[src/fspc_pkg.sv]
// Purpose: shared constants and types of the flash self-program control
// Assumes: 100 MHz core clock, 16-bit program pointer, 32-word pages
// Notes:   one control register on the core's I/O port
package fspc_pkg;
    localparam logic [5:0] CTRL_ADDR    = 6'h37;
    localparam logic [7:0] CTRL_RESET   = 8'h00;
    localparam int         B_IRQEN      = 7;
    localparam int         B_CRBUSY     = 6;
    localparam int         B_RES        = 5;
    localparam int         B_CRENA      = 4;
    localparam int         B_LFSEL      = 3;
    localparam int         B_PGWR       = 2;
    localparam int         B_PGER       = 1;
    localparam int         B_SPEN       = 0;
    localparam logic [4:0] PAT_CRENA    = 5'h11;
    localparam logic [4:0] PAT_LFSEL    = 5'h09;
    localparam logic [4:0] PAT_PGWR     = 5'h05;
    localparam logic [4:0] PAT_PGER     = 5'h03;
    localparam logic [4:0] PAT_FILL     = 5'h01;
    localparam logic [2:0] STORE_WIN    = 3'h4;
    localparam logic [2:0] LOAD_WIN     = 3'h3;
    localparam logic [1:0] SEL_FUSE_LO  = 2'h0;
    localparam logic [1:0] SEL_LOCK     = 2'h1;
    localparam logic [1:0] SEL_FUSE_EXT = 2'h2;
    localparam logic [1:0] SEL_FUSE_HI  = 2'h3;
    localparam int         WORD_IDX_W   = 5;
    localparam int         PAGE_WORDS   = 32;
    localparam int         PAGE_W       = 10;
    localparam logic [15:0] NOCR_START  = 16'h1800;
    localparam int         CLK_NS       = 10;
    localparam int         PROG_MIN_NS  = 3700000;
    localparam int         PROG_MAX_NS  = 4500000;
    localparam int         PROG_CYC     = (PROG_MIN_NS + CLK_NS - 1) / CLK_NS;
    localparam int         TMR_W        = 20;

    typedef enum logic [1:0] {OP_NONE, OP_ERASE, OP_WRITE, OP_LOCK} fspc_op_t;

    typedef struct packed {
        logic       wr;
        logic       rd;
        logic [5:0] addr;
        logic [7:0] wdata;
    } fspc_io_t;

    typedef struct packed {
        logic [7:0] lock;
        logic [7:0] lo;
        logic [7:0] hi;
        logic [7:0] ext;
    } fspc_fuse_t;

    typedef struct packed {
        logic              start;
        fspc_op_t          kind;
        logic [PAGE_W-1:0] page;
    } fspc_flash_t;
endpackage : fspc_pkg

[src/fspc_page_buffer.sv]
// Purpose: temporary page buffer, one 16-bit word per flip-flop row
// Assumes: write and clear never collide with the flash read side
// Notes:   loaded flag tells the controller that filling has begun
`timescale 1ns/10ps
`default_nettype none
module fspc_page_buffer
    import fspc_pkg::*;
(
    input  wire logic                  clock,    // core clock
    input  wire logic                  rst,      // sync reset, high
    input  wire logic                  wrEn,     // store one word
    input  wire logic [WORD_IDX_W-1:0] wrIdx,    // word index
    input  wire logic [15:0]           wrData,   // word value
    input  wire logic                  clr,      // wipe whole buffer
    input  wire logic [WORD_IDX_W-1:0] rdIdx,    // flash side index
    output logic      [15:0]           rdData,   // registered word
    output logic                       loaded    // filling in progress
);
    logic [15:0] mem_q [PAGE_WORDS];
    logic        loaded_q;

    // erased flash reads all ones, so the wiped buffer does too
    always_ff @(posedge clock)
    begin
        for (int i = 0; i < PAGE_WORDS; i++)
        begin
            if (rst || clr)
                mem_q[i] <= 16'hFFFF;
            else if (wrEn && wrIdx == i[WORD_IDX_W-1:0])
                mem_q[i] <= wrData;
        end
    end

    always_ff @(posedge clock)
    begin
        if (rst || clr)
            loaded_q <= 1'b0;
        else if (wrEn)
            loaded_q <= 1'b1;
    end

    always_ff @(posedge clock)
    begin
        if (rst)
            rdData <= 16'h0000;
        else
            rdData <= mem_q[rdIdx];
    end

    assign loaded = loaded_q;
endmodule : fspc_page_buffer
`default_nettype wire

[src/fspc_flash_self_program_control.sv]
// Purpose: self-programming controller for on-chip program flash
// Assumes: core-clock inputs; fuse inputs are high when programmed
// Notes:   programming time counted in core cycles (PROG_CYC)
// Functional notes
// RQ1: ready interrupt requested while enabled, global on, and enable clear.
// RQ2: no ready interrupt during eeprom write or store operation.
// RQ3: without concurrent read, busy bit reads zero, writes ignored.
// RQ4: with concurrent read, busy bit is one while section blocked.
// RQ5: bit 5 reserved, always reads zero.
// RQ6: writing section-enable during buffer fill wipes the buffer.
// RQ7: lock/fuse select plus enable lets a load in three cycles read them.
// RQ8: page write armed; next store in four cycles writes buffer to page.
// RQ9: page write bit clears at finish or after unused window.
// RQ10: page erase armed; next store in four cycles erases the page.
// RQ11: page erase bit clears at finish or after unused window.
// RQ12: without concurrent read, core halted for whole erase or write.
// RQ13: enable permits a store only in the next four cycles.
// RQ14: plain enable store puts data pair in buffer word, pointer lsb ignored.
// RQ15: enable clears after store or idle window, holds during erase/write.
// RQ16: only five listed low-bit patterns act; others have no effect.
// RQ17: store starts programming only from the boot section.
// RQ18: store from boot section reaches every flash address.
// RQ19: programming concurrent section keeps core running.
// RQ20: programming non-concurrent section halts core for whole operation.
// RQ21: software avoids reading concurrent section while programming it.
// RQ22: software waits for earlier store and eeprom write before arming.
// RQ23: eeprom write blocks programming and lock/fuse reads.
// RQ24: pointer 1 lock, 0 fuse low, 3 fuse high, 2 extended fuse.
// RQ25: programmed bits read zero, unprogrammed read one.
// RQ26: each erase, write or lock write takes 3.7 ms to 4.5 ms.
// RQ27: arming window counted from cycle after the register write.
`timescale 1ns/10ps
`default_nettype none
module fspc_flash_self_program_control
    import fspc_pkg::*;
#(
    parameter bit HAS_CONC_READ = 1'b1,
    parameter int PROG_CYCLES   = PROG_CYC
)
(
    input  wire logic                  clock,       // core clock
    input  wire logic                  rst,         // sync reset, high
    input  wire fspc_pkg::fspc_io_t    ioBus,       // core i/o access
    output logic      [7:0]            regRdata,    // read data, next cycle
    input  wire logic                  storeExec,   // store instr pulse
    input  wire logic                  loadExec,    // load instr pulse
    input  wire logic [15:0]           ptr,         // flash byte pointer
    input  wire logic [15:0]           dataPair,    // store data pair
    input  wire logic                  fromBoot,    // executing in boot
    input  wire logic                  globalIrqEn, // core irq enable
    input  wire logic                  eepromWriteBusy, // eeprom busy
    input  wire fspc_pkg::fspc_fuse_t  fuses,       // programmed flags
    output logic      [7:0]            loadData,    // lock/fuse value
    output logic                       loadHit,     // loadData valid
    output logic                       storeReadyIrq, // irq request
    output logic                       cpuHalt,     // stall core
    output fspc_pkg::fspc_flash_t      flashOp,     // flash array command
    input  wire logic [WORD_IDX_W-1:0] bufRdIdx,    // flash buffer index
    output logic      [15:0]           bufRdData    // buffer word
);
    import fspc_pkg::*;

    logic             irqEn_q;
    logic             crBusy_q;
    logic             crEna_q;
    logic             lfSel_q;
    logic             pgWr_q;
    logic             pgEr_q;
    logic             spEn_q;
    logic [2:0]       win_q;
    logic [TMR_W-1:0] tmr_q;
    fspc_op_t         op_q;
    logic             halt_q;
    logic [7:0]       rd_q;
    logic [7:0]       ld_q;
    logic             hit_q;
    logic             irq_q;
    fspc_flash_t      fop_q;
    logic             bufLoaded;

    function automatic logic allowedPat(input logic [4:0] p);
        return p == PAT_CRENA || p == PAT_LFSEL || p == PAT_PGWR
            || p == PAT_PGER || p == PAT_FILL;
    endfunction : allowedPat

    function automatic logic [7:0] fuseSel(input fspc_fuse_t f,
                                           input logic [1:0] s);
        case (s)
            SEL_LOCK:     return ~f.lock;
            SEL_FUSE_LO:  return ~f.lo;
            SEL_FUSE_HI:  return ~f.hi;
            default:      return ~f.ext;
        endcase
    endfunction : fuseSel

    wire        opBusy   = op_q != OP_NONE;
    wire        ctrlSel  = ioBus.addr == CTRL_ADDR;
    wire        ctrlWr   = ioBus.wr && ctrlSel;
    wire [4:0]  wrPat    = ioBus.wdata[4:0];
    // arming refused while busy or eeprom writes; irq enable always lands
    wire        armOk    = ctrlWr && allowedPat(wrPat) && !opBusy //RQ16
                         && !spEn_q && !eepromWriteBusy;          //RQ23
    wire        inWin    = spEn_q && win_q != 3'h0;               //RQ13
    wire        loadWin  = win_q > (STORE_WIN - LOAD_WIN);
    wire        storeOk  = storeExec && inWin && fromBoot         //RQ17
                         && !eepromWriteBusy && !opBusy;
    wire        doErase  = storeOk && pgEr_q;                     //RQ10
    wire        doWrite  = storeOk && pgWr_q;                     //RQ8
    wire        doLock   = storeOk && lfSel_q;
    wire        doReen   = storeOk && crEna_q;
    wire        doFill   = storeOk && !pgEr_q && !pgWr_q
                         && !lfSel_q && !crEna_q;                 //RQ14
    wire        doPage   = doErase || doWrite;
    wire        doLoad   = loadExec && lfSel_q && loadWin && spEn_q
                         && !eepromWriteBusy;                     //RQ7
    wire        inNoConc = ptr >= NOCR_START;
    wire        needHalt = !HAS_CONC_READ || inNoConc || doLock;  //RQ12
    wire        tmrDone  = opBusy && tmr_q == TMR_W'(PROG_CYCLES - 1);
    wire        winEnd   = inWin && win_q == 3'h1 && !storeOk;
    wire        cmdEnd   = tmrDone || winEnd || doFill || doReen
                         || doLoad;
    wire        clrBuf   = armOk && wrPat == PAT_CRENA && bufLoaded;
    wire        irqNext  = irqEn_q && globalIrqEn && !spEn_q      //RQ1
                         && !eepromWriteBusy && !opBusy;          //RQ2
    wire [7:0]  ctrlVal  = {irqEn_q, crBusy_q && HAS_CONC_READ,   //RQ3
                            1'b0, crEna_q, lfSel_q, pgWr_q,       //RQ5
                            pgEr_q, spEn_q};

    fspc_page_buffer u_buf (
        .clock  (clock),
        .rst    (rst),
        .wrEn   (doFill),
        .wrIdx  (ptr[WORD_IDX_W:1]),                              //RQ14
        .wrData (dataPair),
        .clr    (clrBuf),                                         //RQ6
        .rdIdx  (bufRdIdx),
        .rdData (bufRdData),
        .loaded (bufLoaded)
    );

    // control bits: set by a legal write, dropped when the command ends; irq enable loaded by every write
    always_ff @(posedge clock)
    begin
        if (rst)
            {irqEn_q, crEna_q, lfSel_q, pgWr_q, pgEr_q, spEn_q}
                <= 6'h00;
        else if (armOk)
            {crEna_q, lfSel_q, pgWr_q, pgEr_q, spEn_q}
                <= wrPat;                                         //RQ13
        else if (cmdEnd && !(doPage || doLock))
            {crEna_q, lfSel_q, pgWr_q, pgEr_q, spEn_q}
                <= 5'h00;                                         //RQ9 RQ11 RQ15
        if (!rst && ctrlWr)
            irqEn_q <= ioBus.wdata[B_IRQEN];
    end

    // window starts the cycle after the write
    always_ff @(posedge clock)
    begin
        if (rst)
            win_q <= 3'h0;
        else if (armOk)
            win_q <= STORE_WIN;                                   //RQ27
        else if (storeOk || doLoad)
            win_q <= 3'h0;
        else if (win_q != 3'h0)
            win_q <= win_q - 3'h1;
    end

    // one timer shared by every long flash operation
    always_ff @(posedge clock)
    begin
        if (rst)
        begin
            op_q  <= OP_NONE;
            tmr_q <= '0;
        end
        else if (doPage || doLock)
        begin
            op_q  <= doErase ? OP_ERASE : doWrite ? OP_WRITE : OP_LOCK;
            tmr_q <= '0;
        end
        else if (tmrDone)
            op_q  <= OP_NONE;                                     //RQ26
        else if (opBusy)
            tmr_q <= tmr_q + TMR_W'(1);
    end

    // concurrent section busy: set by its programming, cleared by re-enable
    always_ff @(posedge clock)
    begin
        if (rst || !HAS_CONC_READ)
            crBusy_q <= 1'b0;                                     //RQ3
        else if (doPage && !inNoConc)
            crBusy_q <= 1'b1;                                     //RQ4
        else if (doReen)
            crBusy_q <= 1'b0;
    end

    // halt raised with the start, held until the timer ends
    always_ff @(posedge clock)
    begin
        if (rst)
            halt_q <= 1'b0;
        else if ((doPage || doLock) && needHalt)
            halt_q <= 1'b1;                                       //RQ20
        else if (tmrDone)
            halt_q <= 1'b0;                                       //RQ19
    end

    // pointer bits 15:6 go to the array as the page, boot section included
    always_ff @(posedge clock)
    begin
        if (rst)
            fop_q <= '0;
        else
        begin
            fop_q.start <= doPage || doLock;
            if (doPage || doLock)
            begin
                fop_q.kind <= doErase ? OP_ERASE
                            : doWrite ? OP_WRITE : OP_LOCK;
                fop_q.page <= ptr[15:16-PAGE_W];                  //RQ18
            end
        end
    end

    always_ff @(posedge clock)
    begin
        if (rst)
        begin
            rd_q  <= 8'h00;
            ld_q  <= 8'h00;
            hit_q <= 1'b0;
            irq_q <= 1'b0;
        end
        else
        begin
            rd_q  <= (ioBus.rd && ctrlSel) ? ctrlVal : 8'h00;
            hit_q <= doLoad;
            if (doLoad)
                ld_q <= fuseSel(fuses, ptr[1:0]);                 //RQ24 RQ25
            irq_q <= irqNext;
        end
    end

    assign regRdata      = rd_q;
    assign loadData      = ld_q;
    assign loadHit       = hit_q;
    assign storeReadyIrq = irq_q;
    assign cpuHalt       = halt_q;
    assign flashOp       = fop_q;

    AST_IRQ_ON: assert property (@(posedge clock) disable iff (rst)
        irqNext |=> storeReadyIrq)                                //RQ1
        else $error("ready irq missing");
    AST_IRQ_OFF: assert property (@(posedge clock) disable iff (rst)
        (eepromWriteBusy || opBusy) |=> !storeReadyIrq)           //RQ2
        else $error("ready irq during busy");
    AST_RES_ZERO: assert property (@(posedge clock) disable iff (rst)
        regRdata[B_RES] == 1'b0)                                  //RQ5
        else $error("reserved bit set");
    AST_NOCONC_ZERO: assert property (@(posedge clock) disable iff (rst)
        !HAS_CONC_READ |-> !regRdata[B_CRBUSY])                   //RQ3
        else $error("busy bit without concurrent read");
    AST_WIN_EXPIRE: assert property (@(posedge clock) disable iff (rst)
        armOk ##1 (!storeExec && !loadExec)[*4] |=> !spEn_q)      //RQ15
        else $error("enable outlived window");
    AST_HOLD_EN: assert property (@(posedge clock) disable iff (rst)
        opBusy && op_q != OP_LOCK |-> spEn_q)                     //RQ15
        else $error("enable dropped during operation");
    AST_HALT: assert property (@(posedge clock) disable iff (rst)
        (doPage && needHalt) |=> cpuHalt throughout opBusy[*3])   //RQ12
        else $error("core not halted");
    AST_EE_BLOCK: assert property (@(posedge clock) disable iff (rst)
        eepromWriteBusy |=> !flashOp.start && !loadHit)           //RQ23
        else $error("eeprom write did not block");
    AST_LOCK_READ: assert property (@(posedge clock) disable iff (rst)
        doLoad && ptr[1:0] == SEL_LOCK
        |=> loadHit && loadData == ~$past(fuses.lock))            //RQ24
        else $error("lock bits read wrong");
    AST_APP_REFUSED: assert property (@(posedge clock) disable iff (rst)
        storeExec && !fromBoot |=> !flashOp.start)                //RQ17
        else $error("store from application started");

    COV_ERASE: cover property (@(posedge clock) doErase);
    COV_FILL_CLR: cover property (@(posedge clock) clrBuf);
    COV_DONE: cover property (@(posedge clock) tmrDone);
    COV_LOAD: cover property (@(posedge clock) doLoad);
endmodule : fspc_flash_self_program_control
`default_nettype wire

[config.mk]
export PLATFORM = sky130hd
export DESIGN_NAME = fspc_flash_self_program_control
export DESIGN_NICKNAME = d
export VERILOG_FILES = /design/src/fspc_pkg.sv /design/src/fspc_page_buffer.sv /design/src/fspc_flash_self_program_control.sv
export SDC_FILE = /design/constraint.sdc
export NUM_CORES = 1
export LEC_CHECK = 0
export BUFFER_PORTS_ARGS = -buffer_cell sky130_fd_sc_hd__buf_2
export CORE_MARGIN = 5
export CORE_UTILIZATION = 55
export CTS_BUF_LIST = sky130_fd_sc_hd__clkbuf_4 sky130_fd_sc_hd__clkbuf_8
export DETAILED_ROUTE_END_ITERATION = 8
export PLACE_DENSITY = 0.85
export SYNTH_ARGS = -nofsm -noshare
export SYNTH_HDL_FRONTEND = slang
export SYNTH_SLANG_ARGS = --single-unit
export TNS_END_PERCENT = 10
[constraint.sdc]
create_clock -name clock -period 3.4 [get_ports clock]
set_input_delay 0.68 -clock clock [delete_from_list [all_inputs] [get_ports clock]]
set_output_delay 0.68 -clock clock [all_outputs]
set_load 0.03 [all_outputs]
==> results of run 1 <==
-- metal layers --
layer  GRT usage (%)  up-vias
met4            10.7        8
met1            34.3     8373
li1                -     7169
met2            42.2     1263
met3            5.98      203
met5               0        -
-- stage by stage --
stage | std cells | hold WS, ps | area, um2
floorplan | 1834 | 427 | 25700
global placement | 2521 | 443 | 27400
detailed placement | 2521 | 446 | 27400
CTS | 2689 | 226 | 29200
global route | 2689 | 240 | 29200
finish | 2689 | 269 | 29200
-- cells by family (layout without fill, tap and decap cells) --
group           after synthesis  count (layout)
compound gates              179             179
xor+xnor                      9               9
fa+ha+maj                     5               5
buf+inv                     171             419
flops                       592             592
mux                         138             138
other cells                   1               1
simple gates                739             739
-- area by class of cell --
class	count	area (um2)	area share, %
inverter	11	41.3	0.141
tap	607	759	2.60
sequential	592	17000	58.2
clock inverter	32	218	0.745
timing repair buffer	240	1590	5.44
clock buffer	136	1630	5.60
multi-input combinational	1071	7980	27.3
-- worst register-to-register path, delay by kind of cell, from the launching register on --
kind                       cells  cell delay, ps
adders and majority gates      1             230
DFF                            1             370
buffers and inverters          2             420
and+or+nand+nor                5            1520
-- registers in the layout, indices dropped and copies added (netlist names), 2 cells and up --
register and flops:
tmr_q 20, u_buf.rdData 16, loadData 8, win_q 3, op_q 2, flashOp 13, u_buf.mem_q 512, regRdata 7
-- where the power goes --
| group | switching, mW | total, mW | internal, mW |
|---|---|---|---|
| Combinational | 0.649 | 0.961 | 0.312 |
| Sequential | 0.0182 | 7.91 | 7.89 |
| Clock | 2.78 | 6.02 | 3.25 |
| Total | 3.44 | 14.9 | 11.4 |
-- path summary, 6_finish.rpt --
path / from / to / slack [ps]
setup / recovery: win_q[0] / u_buf.mem_q[22][6] / 600
hold reg to reg: flashOp[1] / flashOp[1] / 450
setup reg to reg: win_q[0] / u_buf.mem_q[22][6] / 600
hold / removal: ptr[9] / flashOp[3] / 270
-- synth_stat cells (3+ instances only) --
cell type / n / area, um2
nand2_1: 563 / 2110
edfxtp_1: 513 / 15400
mux4_2: 136 / 3060
clkbuf_1: 98 / 368
dfxtp_1: 79 / 1580
o21ai_0: 44 / 220
nor2_1: 41 / 154
a221oi_1: 32 / 280
a22o_1: 32 / 280
buf_2: 29 / 145
nor3_4: 28 / 455
a21oi_1: 24 / 120
buf_4: 21 / 158
o22ai_1: 16 / 100
nand3_1: 15 / 75.1
nor3_1: 15 / 75.1
inv_1: 11 / 41.3
or3_1: 11 / 68.8
a211oi_1: 10 / 75.1
buf_1: 8 / 30.0
nor2b_1: 8 / 50.1
and2_1: 7 / 43.8
nand2b_1: 6 / 37.5
nand4_1: 6 / 37.5
nor3_2: 5 / 50.1
nor4_1: 5 / 31.3
o31ai_1: 5 / 37.5
or4_1: 5 / 37.5
xnor2_1: 5 / 43.8
buf_6: 4 / 45.0
ha_1: 4 / 50.1
nand4b_1: 4 / 35.0
nor4b_1: 4 / 35.0
or2_2: 4 / 25.0
xor2_1: 4 / 35.0
nand3b_1: 3 / 22.5
o211ai_1: 3 / 22.5
==> flow_summary.ini, run 1 <==
[status]
outcome = complete, no violations

[synthesis]
synth-compound-area-share_pct = 4.82
synth.avg_cell_area_um2 = 14.0
synth_xor_area_share_pct = 0.307
synth_mux_area_share_pct = 12.0
synthArstFlopShare_pct = 0
synthesis.instances = 1834
synth_top_family_by_area = simple AND/OR/NAND/NOR gates
yosysSeqAreaShare_pct = 66.2
ys_types = 57
synth_edf_count = 513
synth-warning-count = 0
syn_area_mm2 = 0.0257
synth_ff_type = edfxtp_1
synthAdderAreaFrac_pct = 0.234
ys_seq_elements = 592
synth_nets = 1930
synth_simple_gate_area_share_pct = 13.4

[die]
die_height_um = 226
core_area_mm2 = 0.0464
dieArea_mm2 = 0.0511
die_w_um = 226
std_cell_rows = 79
ioPinCount = 140
start_util_pct = 55.4

[clock_tree]
cts_max_path_buffers = 3
cts_sinks = 592
postCtsSetupBuffers = 0
clk_latency_ps = 680
cts_tree = built
numCtsBuffers = 92
post_cts_resized = 0
clock_tree.root_cell = clkbuf_8
ctsHoldBuffers = 0
ctsHtreeMaxLevel = 3
cts.clk_slew.worst_paths_ps = 70

[setup_path]
path_delay_family = simple AND/OR/NAND/NOR gates
start_kind = flip-flop
crit_cells = 8
worstPathRequired_ps = 3780
path_class = reg -> reg
ff2ff_path_depth = 8
endpoint_kind = flip-flop
crit_fanout = 32
arrival_ps = 3190
path_cells = inv_1 > ha_1 > nor2b_1 > nor4_4 > nand2_2 > buf_4 > nor3_4 > nand2_1
worstPathBufferInverterCount = 2
max_stage_delay_ps = 640
cp_slowest_cell = nor3_4

[route]
wl_per_cell_um = 24.2
wl_met3_mm = 8.17
first_pass_iters = 6
drc = 0
viasPerCell = 6.33
drtIter0Drc = 2390
dr_wl_met2_mm = 31.9
antenna_left = 0
dr_total_vias = 17000
top_layer_used = met5
drt-total-wl_mm = 65.2
met1Wirelength_mm = 22.3

[timing]
fin_skew_ps = 37.7
fmax_mhz = 357
fin_tns_setup_ps = 0
post-route-period-util_pct = 82.5
rsz0062_at_grt = false
min_period_ps = 2800
tightest_slew_ps = 927
slew_viol_final = 0
hold_viol_final = 0
setup_ws_ps = 596
maxSlewHeadroom_pct = 38.2
setup_viol = 0

[grt]
antenna_found_initial = 5
grt-ovfl-total = 0
grt_pass1_wl_mm = 101
grt_pass1_vias = 17400
grt_max_degree = 46
track_usage_pct = 26.0

[cells_and_area]
syn2layout_area_growth_pct = 13.8
antenna_cells = 0
nets = 2104
mostFrequentLayoutCell = nand2_1
final_layout_size_suffix_gt1_share_pct = 28.3
utilization_pct = 63.0
final_cell_mix = nand2_1 (563), edfxtp_1 (513), mux4_2 (136)
n_fill_cell = 3074

[placed_design]
place_ws_ps = 430
port_buffers = 136
dpl.hpwl_mm = 41.9
globalplace.congestion = 0.897

[power_and_ir_drop]
p_leak_nw = 7.70
finalPower_mw = 14.9
p_per_area_mw_per_mm2 = 510
peakVddDrop_v = 0.000395

[hold_path]
whs_path_depth = 3
hp-class = in -> reg

[run]
drv_cap = 0
Power figures use the tool's default switching activity.
==> inputs of run 2 (changes only) <==
Clock period 3.4 ns to 2.5 ns, I/O delays scaled along.
==> flow_summary.ini, run 2 (synthesis results as in run 1) <==
[setup_path]
worstPathRequired_ps = 2910
crit_cells = 12
rrSetupSlack_ps = 60
ff2ff_path_depth = 12
reg2reg_from = win_q[1]
path_cells = inv_1 > ha_2 > nor2b_2 > nor4_4 > buf_6 > nand2_8 > buf_12 > buf_8 > nor3_4 > buf_12 > clkbuf_16 > nand2_1
path_class = reg -> reg
max_stage_delay_ps = 340
endpoint_kind = flip-flop
worstPathBufferInverterCount = 6
cp_slowest_cell = dfxtp_2
crit_fanout = 8
start_kind = flip-flop
r2r_end = u_buf.mem_q[19][15]
arrival_ps = 2860
endpoint = u_buf.mem_q[19][15]
crit_top_cell = buf_12
path_delay_family = buffers and inverters
crit_path_start = win_q[1]

[clock_tree]
ctsHtreeMaxLevel = 3
cts_max_path_buffers = 3
numCtsBuffers = 90
ctsHoldBuffers = 0
clk_latency_ps = 700
clock_tree.root_cell = clkbuf_8
cts_tree = built
cts_sinks = 592
cts.clk_slew.worst_paths_ps = 60

[route]
viasPerCell = 6.35
first_pass_iters = 6
dr_total_vias = 17400
drc = 0
drtIter0Drc = 2439
antenna_left = 0
wl_per_cell_um = 24.5
drt-total-wl_mm = 67.0

[die]
die_w_um = 226
dieArea_mm2 = 0.0511
std_cell_rows = 79
ioPinCount = 140
core_area_mm2 = 0.0464
start_util_pct = 55.4
die_height_um = 226

[grt]
use_met1_pct = 33.3
grt_max_degree = 65
met3_usage_pct = 7.36
track_usage_pct = 25.8
grt_use_met2_pct = 42.7
grt_pass1_vias = 17500
grt_pass1_wl_mm = 100
gr-max-usage-layer = met2
antenna_found_initial = 14
grt-ovfl-total = 0

[cells_and_area]
final_cells = 2734
n_fill_cell = 2848
mostFrequentLayoutCell = nand2_1
final_cell_mix = nand2_1 (561), edfxtp_1 (513), mux4_2 (136)
largest_reg_flops = 512
final_layout_size_suffix_gt1_share_pct = 31.7
layout_top_registers = u_buf.mem_q (512), tmr_q (20), u_buf.rdData (16)
regMostFlops = u_buf.mem_q
nets = 2146
syn2layout_area_growth_pct = 19.5
multi_input_area_mm2 = 0.00839
regArea_mm2 = 0.0170
design_area_mm2 = 0.0307

[timing]
rsz0062_at_grt = true
fin_tns_setup_ps = 0
tightest_slew_ps = 893
post-route-period-util_pct = 97.8
maxSlewHeadroom_pct = 38.9
slew_viol_final = 0
min_period_ps = 2440
fmax_mhz = 409
setup_ws_ps = 56.0
setup_viol = 0
hold_viol_final = 0
fin_skew_ps = 36.6

[power_and_ir_drop]
pwr-share-seq_pct = 52.4
p_comb_share_pct = 7.0
switchingPower_mw = 4.78
finalPower_mw = 20.5
switching_share_pct = 23.3
p_leak_nw = 8.20
peakVddDrop_v = 0.000582
p_per_area_mw_per_mm2 = 669
p_int_mw = 15.7
clkPwrFrac_pct = 40.6

[status]
outcome = complete, no violations

[placed_design]
dpl-instance-area_mm2 = 0.0285
port_buffers = 136
dpl.hpwl_mm = 43.3
place_ws_ps = -92.4
globalplace.congestion = 0.961
placed_cells = 2547

[run]
drv_cap = 0

[hold_path]
hp-class = in -> reg
run 2: cell types whose count changed in the layout (fill, tap and decap cells not counted), moves of 3 or more:
cell / previous run / this run
o21ai_2: 0 / 5
diode_2: 0 / 5
buf_12: 9 / 62
o21ai_4: 0 / 28
buf_4: 97 / 82
dfxtp_1: 79 / 76
o21ai_1: 33 / 1
clkbuf_4: 38 / 32
run 2: layer usage:
metal  part of all wire (%)  vias to the layer above
met5                   0.15                        -
met4                    3.9                       18
met3                     13                      191
met2                     49                     1405
met1                     34                     8495
li1                       -                     7264
run 2: repair_timing:
item	4_1_cts	5_1_grt
gates cloned	0	3
pin swaps	7	4
gates resized for setup	1	17
setup buffers	4	11
endpoints found under the setup margin	143	833
run 2: metrics by stage:
stage / hold slack [ps] / util, %
2_1_floorplan: 427 / -
4_1_cts: 5.64 / 65.6
5_1_grt: 41.7 / 66.2
3_3_place_gp: 446 / 61.4
6_report: 50.2 / 66.2
3_5_place_dp: 447 / 61.4
run 2: area by class of cell:
cell class              instances  share of cell area, %
diodes                          5                 0.0408
well taps                     607                   2.48
inverters                      11                  0.135
repair buffers                283                   8.55
flip-flops and latches        592                   55.4
clock buffers                 128                   5.09
multi-input cells            1072                   27.3
clock inverters                36                   1.00
run 2: how the worst min path moves through the flow:
stage / depth (start not counted) / to / slack (ps) / startpoint
5_1_grt: 3 / flashOp[4] / 40 / ptr[10]
3_3_place_gp: 2 / flashOp[3] / 450 / flashOp[3]
4_1_cts: 3 / flashOp[1] / 6 / ptr[7]
6_report: 3 / flashOp[1] / 50 / ptr[7]
2_1_floorplan: 2 / crBusy_q / 430 / crBusy_q
3_5_place_dp: 2 / flashOp[1] / 450 / flashOp[1]
run 2: power groups by stage:
stage,Clock [mW],Combinational (mW),Sequential (mW)
2_1_floorplan,0,0.743,11.0
3_3_place_gp,0,1.32,11.0
3_5_place_dp,0,1.35,11.0
4_1_cts,8.29,1.37,10.8
5_1_grt,8.86,1.52,10.8
6_report,8.32,1.44,10.8
run 2: worst register-to-register path, delay by kind of cell, from the launching register on:
kind	cells	cell delay [ps]
and+or+nand+nor	5	770
DFF	1	340
buffers and inverters	6	870
adders and majority gates	1	210
